===== src/rwcc_pkg.sv =====
// Purpose: Shared constants for the reset, wake and clock control block.
// Assumes: 125 MHz system clock, AXI4-Lite register access.
// Notes:   Offsets are byte addresses.
`default_nettype none
package rwcc_pkg;
  // ----------------------------------------------------------------
  // Register offsets
  // ----------------------------------------------------------------
  localparam logic [7:0] OFS_WAKE_LEVEL = 8'h00;
  localparam logic [7:0] OFS_WAKE_EN    = 8'h04;
  localparam logic [7:0] OFS_XTAL_CTRL  = 8'h08;
  localparam logic [7:0] OFS_CLK_EN     = 8'h10;
  localparam logic [7:0] OFS_SYS_CAUSE  = 8'h14;
  localparam logic [7:0] OFS_RAD_CAUSE  = 8'h18;
  localparam logic [7:0] OFS_PWR_CTRL   = 8'h1c;
  // ----------------------------------------------------------------
  // Reset values
  // ----------------------------------------------------------------
  localparam logic [4:0]  WAKE_LEVEL_RST = 5'h00;
  localparam logic [4:0]  WAKE_EN_RST    = 5'h07;
  localparam logic        XTAL_SEL_RST   = 1'h0;
  localparam logic [15:0] CLK_EN_RST     = 16'h7fff;
  localparam logic [10:0] RAD_CAUSE_RST  = 11'h004;
  localparam logic        BOR_EN_RST     = 1'h1;
  // ----------------------------------------------------------------
  // Field positions
  // ----------------------------------------------------------------
  localparam int unsigned CK_DMA = 0;
  localparam int unsigned CK_RADIO_CTRL = 1;
  localparam int unsigned CK_RADIO_GEN = 2;
  localparam int unsigned CK_SPI = 8;
  localparam int unsigned SC_SYSREQ = 1;
  localparam int unsigned SC_WDG = 2;
  localparam int unsigned SC_LOCKUP = 3;
  localparam int unsigned RC_BOR = 1;
  localparam int unsigned RC_POR = 2;
  localparam int unsigned RC_PIN0 = 3;
  localparam int unsigned RC_TMR1 = 8;
  localparam int unsigned RC_TMR2 = 10;
  localparam int unsigned PC_BOR_EN = 0;
  localparam int unsigned PC_SRC_XTAL = 1;
  localparam int unsigned PC_SLEEP = 2;
  localparam int unsigned PC_STANDBY = 3;
  // ----------------------------------------------------------------
  // Timing
  // ----------------------------------------------------------------
  localparam int unsigned CLK_MHZ = 125;
  localparam int unsigned CORE_RST_NS = 64;
  localparam int unsigned CORE_RST_CYC = (CORE_RST_NS * CLK_MHZ + 999) / 1000;
  localparam logic [3:0]  CORE_RST_CNT = 4'(CORE_RST_CYC);
  localparam logic [1:0]  RESP_OKAY = 2'h0;
  localparam logic [1:0]  RESP_SLVERR = 2'h2;
  typedef enum logic [1:0] {PS_RUN, PS_SLEEP, PS_STANDBY} rwcc_pwr_e;
endpackage : rwcc_pkg
`default_nettype wire


===== src/rwcc_reset_wake_clock_control.sv =====
// Purpose: Power-on, wake and system reset generation, cause records, clock gating.
// Assumes: Pins and analog flags are asynchronous; core signals share clk.
// Notes:   Registers are reached over AXI4-Lite, one word each.
//
// The AXI4-Lite register port is this design's own decision.
`default_nettype none
module rwcc_reset_wake_clock_control
  import rwcc_pkg::*;
(
  // Clock and reset
  input  wire logic        clk,
  input  wire logic        ext_rst_pin_low,
  // AXI4-Lite slave
  input  wire logic [7:0]  s_axi_awaddr,
  input  wire logic        s_axi_awvalid,
  output logic             s_axi_awready,
  input  wire logic [31:0] s_axi_wdata,
  input  wire logic [3:0]  s_axi_wstrb,
  input  wire logic        s_axi_wvalid,
  output logic             s_axi_wready,
  output logic [1:0]       s_axi_bresp,
  output logic             s_axi_bvalid,
  input  wire logic        s_axi_bready,
  input  wire logic [7:0]  s_axi_araddr,
  input  wire logic        s_axi_arvalid,
  output logic             s_axi_arready,
  output logic [31:0]      s_axi_rdata,
  output logic [1:0]       s_axi_rresp,
  output logic             s_axi_rvalid,
  input  wire logic        s_axi_rready,
  // Supplies, detectors and pins
  input  wire logic        porDetect,
  input  wire logic        borDetect,
  input  wire logic        regulatorsReady,
  input  wire logic        fastOscReady,
  input  wire logic        extRstPinLow,
  input  wire logic [4:0]  wakePin,
  input  wire logic        radioTimer1,
  input  wire logic        radioTimer2,
  // Processor and debugger
  input  wire logic        watchdogReset,
  input  wire logic        sysRestartRequest,
  input  wire logic        lockup,
  input  wire logic        debuggerConnected,
  // Reset outputs
  output logic             powerOnReset,
  output logic             coreReset,
  output logic             borEnable,
  // Clock control outputs
  output logic [15:0]      periphClkEn,
  output logic             cpuClkEn,
  output logic             ramClkEn,
  output logic             sysClkFromXtal,
  output logic             fastOscEnable,
  output logic             tree32Mode,
  output logic             sleepActive,
  output logic             standbyActive
);

  // ----------------------------------------------------------------
  // Input synchronisers
  // ----------------------------------------------------------------
  logic [11:0] asyncIn;
  logic [11:0] syncOut;
  assign asyncIn = {radioTimer2, radioTimer1, wakePin, fastOscReady,
                    regulatorsReady, extRstPinLow, borDetect, porDetect};

  for (genvar i = 0; i < 12; i++) begin : g_sync
    logic meta;
    logic sync;
    always_ff @(posedge clk) begin
      if (!ext_rst_pin_low) begin
        meta <= 1'b0;
        sync <= 1'b0;
      end else begin
        meta <= asyncIn[i];
        sync <= meta;
      end
    end
    assign syncOut[i] = sync;
  end

  logic       porSync;
  logic       borSync;
  logic       pinHighSync;
  logic       regOkSync;
  logic       oscOkSync;
  logic [4:0] pinSync;
  logic       tmr1Sync;
  logic       tmr2Sync;
  assign porSync     = syncOut[0];
  assign borSync     = syncOut[1];
  assign pinHighSync = syncOut[2];
  assign regOkSync   = syncOut[3];
  assign oscOkSync   = syncOut[4];
  assign pinSync     = syncOut[9:5];
  assign tmr1Sync    = syncOut[10];
  assign tmr2Sync    = syncOut[11];

  // ----------------------------------------------------------------
  // Power-on reset
  // ----------------------------------------------------------------
  logic borHit;
  logic porHit;
  logic next_por;
  assign borHit = borSync & borEnable;
  assign porHit = porSync | ~pinHighSync | ~regOkSync | ~oscOkSync;
  assign next_por = borHit | porHit;

  // Debug logic sees only this reset, never the core reset.
  always_ff @(posedge clk) begin
    if (!ext_rst_pin_low) powerOnReset <= 1'b1;
    else powerOnReset <= next_por;
  end

  // ----------------------------------------------------------------
  // Register state and AXI holding registers
  // ----------------------------------------------------------------
  logic [4:0]  wakeLevel;
  logic [4:0]  wakeEnable;
  logic        xtalSel;
  logic [3:1]  sysCause;
  logic [10:0] radioCause;
  logic        awHeld;
  logic        wHeld;
  logic [7:0]  awAddr;
  logic [31:0] wData;
  logic [3:0]  wStrb;
  logic        wrDo;
  assign wrDo = awHeld & wHeld & ~s_axi_bvalid;

  function automatic logic isMapped(input logic [7:0] a);
    return a[7:2] inside {OFS_WAKE_LEVEL[7:2], OFS_WAKE_EN[7:2], OFS_XTAL_CTRL[7:2],
                          OFS_CLK_EN[7:2], OFS_SYS_CAUSE[7:2], OFS_RAD_CAUSE[7:2],
                          OFS_PWR_CTRL[7:2]};
  endfunction : isMapped

  // Reserved bits and the request bits of the power control word read as zero.
  function automatic logic [31:0] regRead(input logic [7:0] a);
    logic [31:0] v;
    v = 32'h0;
    unique case ({a[7:2], 2'b00})
      OFS_WAKE_LEVEL: v[4:0] = wakeLevel;
      OFS_WAKE_EN:    v[4:0] = wakeEnable;
      OFS_XTAL_CTRL:  v[0] = xtalSel;
      OFS_CLK_EN:     v[15:0] = periphClkEn;
      OFS_SYS_CAUSE:  v[3:1] = sysCause;
      OFS_RAD_CAUSE:  v[10:0] = radioCause;
      OFS_PWR_CTRL:   v[1:0] = {sysClkFromXtal, borEnable};
      default:        v = 32'h0;
    endcase
    return v;
  endfunction : regRead

  // ----------------------------------------------------------------
  // Register writes
  // ----------------------------------------------------------------
  logic [31:0] wrMerged;
  logic [31:0] wrOld;
  logic [4:0]  next_wakeLevel;
  logic [4:0]  next_wakeEnable;
  logic        next_xtalSel;
  logic [15:0] next_clkEn;
  logic        next_borEn;
  logic        next_srcXtal;
  logic        sleepReq;
  logic        standbyReq;

  always_comb begin
    wrOld = regRead(awAddr);
    for (int b = 0; b < 4; b++) begin
      wrMerged[8*b +: 8] = wStrb[b] ? wData[8*b +: 8] : wrOld[8*b +: 8];
    end
    next_wakeLevel  = wakeLevel;
    next_wakeEnable = wakeEnable;
    next_xtalSel    = xtalSel;
    next_clkEn      = periphClkEn;
    next_borEn      = borEnable;
    next_srcXtal    = sysClkFromXtal;
    sleepReq        = 1'b0;
    standbyReq      = 1'b0;
    if (powerOnReset) begin
      next_wakeLevel  = WAKE_LEVEL_RST;
      next_wakeEnable = WAKE_EN_RST;
      next_xtalSel    = XTAL_SEL_RST;
      next_clkEn      = CLK_EN_RST;
      next_borEn      = BOR_EN_RST;
      next_srcXtal    = 1'b0;
    end else if (wrDo) begin
      unique case ({awAddr[7:2], 2'b00})
        OFS_WAKE_LEVEL: next_wakeLevel = wrMerged[4:0];
        OFS_WAKE_EN:    next_wakeEnable = wrMerged[4:0];
        OFS_XTAL_CTRL:  next_xtalSel = wrMerged[0];
        OFS_CLK_EN:     next_clkEn = wrMerged[15:0];
        OFS_PWR_CTRL: begin
          next_borEn   = wrMerged[PC_BOR_EN];
          next_srcXtal = wrMerged[PC_SRC_XTAL];
          sleepReq     = wrMerged[PC_SLEEP];
          standbyReq   = wrMerged[PC_STANDBY];
        end
        default: ;
      endcase
    end
  end

  always_ff @(posedge clk) begin
    if (!ext_rst_pin_low) begin
      wakeLevel      <= WAKE_LEVEL_RST;
      wakeEnable     <= WAKE_EN_RST;
      xtalSel        <= XTAL_SEL_RST;
      periphClkEn    <= CLK_EN_RST;
      borEnable      <= BOR_EN_RST;
      sysClkFromXtal <= 1'b0;
    end else begin
      wakeLevel      <= next_wakeLevel;
      wakeEnable     <= next_wakeEnable;
      xtalSel        <= next_xtalSel;
      periphClkEn    <= next_clkEn;
      borEnable      <= next_borEn;
      sysClkFromXtal <= next_srcXtal;
    end
  end

  // ----------------------------------------------------------------
  // AXI4-Lite write and read channels
  // ----------------------------------------------------------------
  always_ff @(posedge clk) begin
    if (!ext_rst_pin_low) begin
      s_axi_awready <= 1'b1;
      s_axi_wready  <= 1'b1;
      s_axi_bvalid  <= 1'b0;
      s_axi_bresp   <= RESP_OKAY;
      awHeld        <= 1'b0;
      wHeld         <= 1'b0;
      awAddr        <= 8'h00;
      wData         <= 32'h0;
      wStrb         <= 4'h0;
    end else begin
      if (s_axi_awvalid && s_axi_awready) begin
        awAddr        <= s_axi_awaddr;
        awHeld        <= 1'b1;
        s_axi_awready <= 1'b0;
      end
      if (s_axi_wvalid && s_axi_wready) begin
        wData        <= s_axi_wdata;
        wStrb        <= s_axi_wstrb;
        wHeld        <= 1'b1;
        s_axi_wready <= 1'b0;
      end
      if (wrDo) begin
        awHeld       <= 1'b0;
        wHeld        <= 1'b0;
        s_axi_bvalid <= 1'b1;
        s_axi_bresp  <= isMapped(awAddr) ? RESP_OKAY : RESP_SLVERR;
      end
      if (s_axi_bvalid && s_axi_bready) begin
        s_axi_bvalid  <= 1'b0;
        s_axi_awready <= 1'b1;
        s_axi_wready  <= 1'b1;
      end
    end
  end

  always_ff @(posedge clk) begin
    if (!ext_rst_pin_low) begin
      s_axi_arready <= 1'b1;
      s_axi_rvalid  <= 1'b0;
      s_axi_rdata   <= 32'h0;
      s_axi_rresp   <= RESP_OKAY;
    end else if (s_axi_arvalid && s_axi_arready) begin
      s_axi_arready <= 1'b0;
      s_axi_rvalid  <= 1'b1;
      s_axi_rdata   <= regRead(s_axi_araddr);
      s_axi_rresp   <= isMapped(s_axi_araddr) ? RESP_OKAY : RESP_SLVERR;
    end else if (s_axi_rvalid && s_axi_rready) begin
      s_axi_rvalid  <= 1'b0;
      s_axi_arready <= 1'b1;
    end
  end

  // ----------------------------------------------------------------
  // Low-power state and wake detection
  // ----------------------------------------------------------------
  rwcc_pwr_e  pwrState;
  rwcc_pwr_e  next_pwrState;
  logic [4:0] pinWake;
  logic       timerWake;
  logic       wakeEvent;

  for (genvar p = 0; p < 5; p++) begin : g_wake
    assign pinWake[p] = wakeEnable[p] & (pinSync[p] == wakeLevel[p]);
  end
  assign timerWake = (pwrState == PS_SLEEP) & (tmr1Sync | tmr2Sync);

  always_comb begin
    next_pwrState = pwrState;
    unique case (pwrState)
      PS_RUN: begin
        if (sleepReq) next_pwrState = PS_SLEEP;
        else if (standbyReq) next_pwrState = PS_STANDBY;
      end
      PS_SLEEP:   if (|pinWake || timerWake) next_pwrState = PS_RUN;
      PS_STANDBY: if (|pinWake) next_pwrState = PS_RUN;
    endcase
    if (powerOnReset) next_pwrState = PS_RUN;
  end
  assign wakeEvent = (pwrState != PS_RUN) & (next_pwrState == PS_RUN) & ~powerOnReset;

  always_ff @(posedge clk) begin
    if (!ext_rst_pin_low) pwrState <= PS_RUN;
    else pwrState <= next_pwrState;
  end

  // ----------------------------------------------------------------
  // Core reset pulse
  // ----------------------------------------------------------------
  logic [3:1] sysHit;
  logic       coreTrigger;
  logic [3:0] coreCnt;
  logic [3:0] next_coreCnt;
  assign sysHit[SC_SYSREQ] = sysRestartRequest;
  assign sysHit[SC_WDG]    = watchdogReset;
  assign sysHit[SC_LOCKUP] = lockup & ~debuggerConnected;
  assign coreTrigger = wakeEvent | (|sysHit) | powerOnReset;

  always_comb begin
    if (coreTrigger) next_coreCnt = CORE_RST_CNT;
    else if (coreCnt != 4'h0) next_coreCnt = coreCnt - 4'h1;
    else next_coreCnt = 4'h0;
  end

  // The debug reset is not driven from here, so the debugger stays attached.
  always_ff @(posedge clk) begin
    if (!ext_rst_pin_low) begin
      coreCnt   <= CORE_RST_CNT;
      coreReset <= 1'b1;
    end else begin
      coreCnt   <= next_coreCnt;
      coreReset <= (next_coreCnt != 4'h0);
    end
  end

  // ----------------------------------------------------------------
  // Cause records
  // ----------------------------------------------------------------
  always_ff @(posedge clk) begin
    if (!ext_rst_pin_low || powerOnReset) sysCause <= 3'h0;
    else if (|sysHit && !coreReset) sysCause <= sysHit;
    else if (|sysHit) sysCause <= sysCause | sysHit;
    else if (wakeEvent) sysCause <= 3'h0;
  end

  logic [10:0] wakeBits;
  logic [10:0] porBits;
  always_comb begin
    wakeBits = 11'h0;
    wakeBits[RC_PIN0 +: 5] = pinWake;
    wakeBits[RC_TMR1] = timerWake & tmr1Sync;
    wakeBits[RC_TMR2] = timerWake & tmr2Sync;
    porBits = 11'h0;
    porBits[RC_BOR] = borHit;
    porBits[RC_POR] = porHit;
  end

  always_ff @(posedge clk) begin
    if (!ext_rst_pin_low) radioCause <= RAD_CAUSE_RST;
    else if (next_por && !powerOnReset) radioCause <= porBits;
    else if (powerOnReset) radioCause <= radioCause | porBits;
    else if (wakeEvent) radioCause <= wakeBits;
  end

  // ----------------------------------------------------------------
  // Clock control outputs
  // ----------------------------------------------------------------
  logic next_cpuClk;
  assign next_cpuClk = (next_pwrState == PS_RUN);

  always_ff @(posedge clk) begin
    if (!ext_rst_pin_low) begin
      cpuClkEn      <= 1'b1;
      ramClkEn      <= 1'b1;
      fastOscEnable <= 1'b1;
      tree32Mode    <= 1'b0;
      sleepActive   <= 1'b0;
      standbyActive <= 1'b0;
    end else begin
      cpuClkEn      <= next_cpuClk;
      ramClkEn      <= next_cpuClk | next_clkEn[CK_SPI] | next_clkEn[CK_RADIO_CTRL]
                       | next_clkEn[CK_RADIO_GEN];
      fastOscEnable <= ~next_srcXtal;
      tree32Mode    <= next_srcXtal & next_xtalSel;
      sleepActive   <= (next_pwrState == PS_SLEEP);
      standbyActive <= (next_pwrState == PS_STANDBY);
    end
  end
endmodule : rwcc_reset_wake_clock_control
`default_nettype wire


===== config.mk =====
export PLATFORM = sky130hd
export DESIGN_NAME = rwcc_reset_wake_clock_control
export DESIGN_NICKNAME = d
export VERILOG_FILES = /design/src/rwcc_pkg.sv /design/src/rwcc_reset_wake_clock_control.sv
export SDC_FILE = /design/constraint.sdc
export NUM_CORES = 1
export LEC_CHECK = 0
export ABC_AREA = 0
export BUFFER_PORTS_ARGS = -buffer_cell sky130_fd_sc_hd__buf_2
export CAP_MARGIN = 10
export CORE_MARGIN = 4
export CORE_UTILIZATION = 55
export DETAILED_ROUTE_END_ITERATION = 10
export PLACE_DENSITY = 0.84
export SLEW_MARGIN = 10
export SYNTH_ARGS = -nofsm -noshare
export SYNTH_HDL_FRONTEND = slang
export SYNTH_SLANG_ARGS = --single-unit

===== constraint.sdc =====
create_clock -name clk -period 7.1 [get_ports clk]
set_input_delay 1.42 -clock clk [delete_from_list [all_inputs] [get_ports clk]]
set_output_delay 1.42 -clock clk [all_outputs]
set_load 0.01 [all_outputs]

### Word level (Yosys, flattened, before mapping)

Cells that the tools add are included.

| storage, ports and cells | value |
|---|---|
| bits in registers | 134 |
| output and inout port bits | 67 |

| operators by class | value |
|---|---|
| add/subtract/negate cells | 1 |
| equal/unequal tests | 23 |
| mux-type cells | 48 |
| bitwise logic cells | 35 |
| reduce and logical (&&, ||, !) cells | 38 |

Operators with widths:

| cell | number |
|---|---|
| 6-bit by 3-bit == test with 1-bit output (second input constant) | 8 |
| 9-bit two-way mux | 3 |
| 6-bit one-hot mux with 2 select lines | 2 |
| 11-bit two-way mux | 2 |
| 2-bit one-hot mux with 5 select lines | 2 |
| 1-bit one-hot mux with 6 select lines | 3 |
| 1-bit two-way mux | 16 |
| 1-bit bitwise AND | 15 |
| 3-bit two-way mux | 5 |
| 2-bit two-way mux | 7 |
| 7-bit nonzero test | 2 |
| 6-bit by 1-bit == test with 1-bit output (second input constant) | 2 |
| 6-bit by 2-bit == test with 1-bit output (second input constant) | 2 |
| 6-bit logical NOT | 2 |
| 1-bit one-hot mux with 4 select lines | 3 |
| 11-bit by 3-bit OR with 11-bit output | 1 |
| 1-bit OR | 10 |
| 3-bit AND reduction | 3 |
| 4-bit two-way mux | 2 |
| 8-bit two-way mux | 1 |
| 1-bit NOT | 8 |
| 2-bit AND reduction | 4 |
| 4-bit nonzero test | 2 |
| 2-bit OR reduction | 4 |
| other kinds (16) | 36 |

### Logic depth before layout (Yosys ltp)

| depth | value |
|---|---|
| depth after elaboration | 17 |
| mapped depth | 9 |

### Worst setup path before layout

No wires, ideal clock.

| timing | value |
|---|---|
| path type | input to register |
| start | input s_axi_araddr[2] |
| end | register s_axi_rdata[1] |
| data arrival time | 2.680 ns |
| required time | 6.985 ns |
| slack | 4.304 ns |
| stages on the path | 6 |
| path buffers | 1 |
| path through | clkbuf_1 mux4_2 a21oi_1 nor3_1 a21oi_1 nor2b_1 |

| between the ends | value |
|---|---|
| cells in the longest elaborated chain, start to end | 2 |
| elaborated cells between the ends (all ways) | 7 |
| those cells by class | 5 x eq/ne; 1 x mux; 1 x reduce/logical |

RTL lines:

| element | RTL line | source |
|---|---|---|
| from (decl) | rwcc_reset_wake_clock_control.sv:24 | `input wire logic [7:0] s_axi_araddr,` |
| 6-bit by 3-bit == test with 1-bit output (tied with other cells) | rwcc_reset_wake_clock_control.sv:142 | `unique case ({a[7:2], 2'b00})` |
| 1-bit one-hot mux with 6 select lines (*) | rwcc_reset_wake_clock_control.sv:142 |  |
| to (signal assigned) | rwcc_reset_wake_clock_control.sv:273 | `s_axi_rdata <= regRead(s_axi_araddr);` |
| to (decl) | rwcc_reset_wake_clock_control.sv:27 | `output logic [31:0] s_axi_rdata,` |

Mark *: on every way between the ends. The rest lies on a longest branch, timed or not.
A chain may end at the register's enable or synchronous reset.

### Worst setup path after layout

| timing | value |
|---|---|
| start | register awAddr[2] |
| end | register coreReset |

| between the ends | value |
|---|---|
| cells in the longest elaborated chain, start to end | 17 |
| elaborated cells between the ends (all ways) | 25 |
| those cells by class | 5 x eq/ne; 13 x mux; 4 x bitwise; 3 x reduce/logical |

RTL lines:

| element | RTL line | source |
|---|---|---|
| from (decl) | rwcc_reset_wake_clock_control.sv:126 | `logic [7:0] awAddr;` |
| from (signal assigned) | rwcc_reset_wake_clock_control.sv:240 | `awAddr <= s_axi_awaddr;` |
| 6-bit by 3-bit == test with 1-bit output (tied with other cells) | rwcc_reset_wake_clock_control.sv:142 |  |
| 2-bit one-hot mux with 5 select lines | rwcc_reset_wake_clock_control.sv:142 |  |
| 8-bit two-way mux | rwcc_reset_wake_clock_control.sv:172 | `wrMerged[8*b +: 8] = wStrb[b] ? wData[8*b +: 8] : wrOld[8*b +: 8];` |
| 1-bit two-way mux | rwcc_reset_wake_clock_control.sv:190 | `unique case ({awAddr[7:2], 2'b00})` |
| 1-bit two-way mux | rwcc_reset_wake_clock_control.sv:189 | `end else if (wrDo) begin` |
| 1-bit two-way mux | rwcc_reset_wake_clock_control.sv:182 | `if (powerOnReset) begin` |
| 2-bit two-way mux | rwcc_reset_wake_clock_control.sv:300 | `else if (standbyReq) next_pwrState = PS_STANDBY;` |
| 2-bit two-way mux (*) | rwcc_reset_wake_clock_control.sv:299 | `if (sleepReq) next_pwrState = PS_SLEEP;` |
| 2-bit one-hot mux with 3 select lines (*) | rwcc_reset_wake_clock_control.sv:297 | `unique case (pwrState)` |
| 2-bit two-way mux (*) | rwcc_reset_wake_clock_control.sv:305 | `if (powerOnReset) next_pwrState = PS_RUN;` |
| 2-bit logical NOT (*) | rwcc_reset_wake_clock_control.sv:307 | `assign wakeEvent = (pwrState != PS_RUN) & (next_pwrState == PS_RUN) & ~powerOnReset;` |
| 1-bit bitwise AND (*) (2 in series) | rwcc_reset_wake_clock_control.sv:307 |  |
| 1-bit OR (*) (2 in series) | rwcc_reset_wake_clock_control.sv:324 | `assign coreTrigger = wakeEvent \| (\|sysHit) \| powerOnReset;` |
| 4-bit two-way mux (*) | rwcc_reset_wake_clock_control.sv:327 | `if (coreTrigger) next_coreCnt = CORE_RST_CNT;` |
| 4-bit nonzero test (*) | rwcc_reset_wake_clock_control.sv:339 | `coreReset <= (next_coreCnt != 4'h0);` |
| to (signal assigned) | rwcc_reset_wake_clock_control.sv:339 |  |
| to (decl) | rwcc_reset_wake_clock_control.sv:47 | `output logic coreReset,` |

Marks and branches as above.

==> results.tsv <==
metric	value	unit
cell row count	36	
Routed Antenna Nets	0	
GR Overflow Total	0	
Max-cap violations	0	
Critical Path RT	7.50	ns
final-stage net count	782	
worst-path fanout max	19	
vias in the first global route	4432	
number of distinct library cells after synthesis	61	
Routed WL	13600	um
Clock transition at path regs	0.06	ns
Die Y	108	um
cts bufs inserted	17	
drt wl/cell	16.0	um
GR Util All Layers	23.6	%
Final Max Slew Viols	0	
vias	4723	
CP bufs+invs	0	
Residual DRC	0	
cts hold-fix bufs	0	
Hold Vio Cnt, Final	0	
global-route wire length before repair	21400	um
Initial Util	56.4	%
final worst setup slack	3.90	ns
H-Tree Depth	4	
initial antenna violation count	0	
P_leak	2.72	nW
initial drt markers	347	
kind of critical path	reg2reg	
Max-Slew Margin vs Limit	26.0	%
Worst-Margin Slew	1.11	ns
fillers	788	
Clock Latency Late Sink	0.52	ns
Final setup viols	0	
maximum VDD drop	0.000179	V
Synth-to-Final Area Change	20.0	%
die width	108	um
CP delay by family, top	simple AND/OR/NAND/NOR gates	
RSZ-0062 raised after global routing	false	
DP Wirelength	9670	um
ratio of final minimum period to clock period	45.0	%
Slowest cell on crit path	dfxtp_1	
worst-path cell chain	mux2i_1 > nor4_1 > a221oi_1 > nor3_1 > nor4b_4 > nor2_2 > or3_1	
PostCTS Resize Cnt	0	
largest net degree at the start of global routing	80	
Post-CTS Setup Inserts	0	
CTS tree	built	
Post-Place Worst Slack	3.71	ns
maximum clock frequency	0.313	GHz
register area share after synthesis	46.8	%
most frequent cells in the layout	dfxtp_1, nand2_1, buf_2	
Max Clock Skew	0.00799	ns
Final TNS setup	0	ns
Pwr per Cell Area	271	nW/um2
final core occ	67.7	%
fin crit period	3.20	ns
CP peak stage delay	0.77	ns
EDFF count, synth	0	
startpoint types	flip-flop	
deepest clock path buffer count	2	
clk sinks	129	
instance count of the mapped netlist	619	
Yosys Warn Count	0	
Placeable Area	9770	um2
layout cells sized above 1	21.1	%
commonest non-fill, non-tap cell in the layout	dfxtp_1	
worst path arrival time	3.60	ns
diode count	0	
mean post-synth cell area	8.91	um2
Pre-antenna DRT Iters	5	
top_reg_cell synth	dfxtp_1	
asr flop ratio synth	0	%
Port-buffer cells	101	
I/O pin count	142	
Critical Path End Type	flip-flop	
flops & latches, synth	129	
status	complete, no violations	
cell area after synthesis	5510	um2
reg2reg setup slack	3.90	ns
vias per cell	5.56	
root buffer cell	clkbuf_8	
die area	11700	um2
Worst Hold Class	reg2reg	
gpl congestion	0.952	
## power by group
part	total (W)	switching [W]	internal [W]
Clock	0.000915	0.000316	0.000599
Sequential	0.000764	0.0000176	0.000746
Combinational	0.000111	0.0000642	0.0000472
## cell type report
| class | count | area [um2] | area share, % |
|---|---|---|---|
| Clock inverter | 12 | 181 | 2.74 |
| Tap cell | 133 | 166 | 2.52 |
| Timing Repair Buffer | 104 | 528 | 7.98 |
| Sequential cell | 129 | 2580 | 39.1 |
| Inverter | 12 | 45.0 | 0.681 |
| Multi-Input combinational cell | 439 | 2650 | 40.1 |
| Clock buffer | 20 | 455 | 6.89 |
## metrics by stage
step	power [W]	area [um2]	instances	hold WS (ns)
after floorplan	0.000859	5580	636	0.412
final	0.00179	6610	849	0.427
after global placement	0.000885	5980	817	0.416
after detailed placement	0.000889	5980	817	0.417
after CTS	0.00180	6610	849	0.431
after global routing	0.00186	6610	849	0.440
## cells by family after synthesis
kind of cell / after synthesis / share of synthesized area [%]
buffers and inverters: 68 / 6.17
AOI/OAI and AO/OA: 108 / 14.0
adders and majority gates: 4 / 0.908
muxes: 32 / 6.58
and+or+nand+nor: 271 / 24.4
other: 1 / 0.0680
DFF: 129 / 46.8
xor gates and xnor gates: 6 / 0.953
## Yosys cell counts, types with 3 or more instances
library cell	n	area, um2
nor4_1	4	25.0
nor2b_1	5	31.3
xnor2_1	6	52.6
buf_4	18	135
o221ai_1	3	26.3
a221oi_1	9	78.8
clkbuf_1	33	124
and2_1	30	188
nor3_1	11	55.1
mux4_2	3	67.6
a31oi_1	4	25.0
a21boi_0	34	255
inv_1	12	45.0
nand3_1	38	190
nand4_1	5	31.3
o22ai_1	3	18.8
mux2_2	4	45.0
a211oi_1	5	37.5
or3_1	5	31.3
nor2_1	31	116
mux2i_1	25	250
a21oi_1	13	65.1
nor3b_1	8	60.1
and3_1	4	25.0
o211ai_1	7	52.6
dfxtp_1	129	2580
ha_1	4	50.1
nand2b_1	8	50.1
nand2_1	107	402
o21ai_0	13	65.1
## path summary, 6_finish.rpt
| kind | from | end | cells after the start |
|---|---|---|---|
| setup / recovery | awAddr[2] | coreReset | 7 |
| hold / removal | g_sync[4].meta | g_sync[4].sync | 1 |
| setup reg to reg | awAddr[2] | coreReset | 7 |
| hold reg to reg | g_sync[4].meta | g_sync[4].sync | 1 |
## worst register-to-register path, cell delays in order (launching register included)
cell and delay (ns):
dfxtp_1 0.77, mux2i_1 0.27, nor4_1 0.06, a221oi_1 0.69, nor3_1 0.17, nor4b_4 0.45
nor2_2 0.25, or3_1 0.42
## sequential cells by signal, summed over array words and instances, names as in the netlist, 2 cells and up
name	count
g_sync.meta	12
wakeLevel	5
awAddr	6
sysCause	3
g_sync.sync	11
wakeEnable	5
wData	16
pwrState	2
periphClkEn	16
s_axi_rdata	16
coreCnt	4
wStrb	2
radioCause	10
## per-layer routing
| metal | wire length (um) | vias up | global-route usage, % |
|---|---|---|---|
| li1 | - | 2298 | - |
| met1 | 5670 | 2197 | 28.6 |
| met2 | 6510 | 200 | 39.5 |
| met3 | 1110 | 28 | 7.16 |
| met4 | 327 | 0 | 8.93 |
| met5 | 0 | - | 0 |
Note: power is estimated with default switching activity, not from simulation.
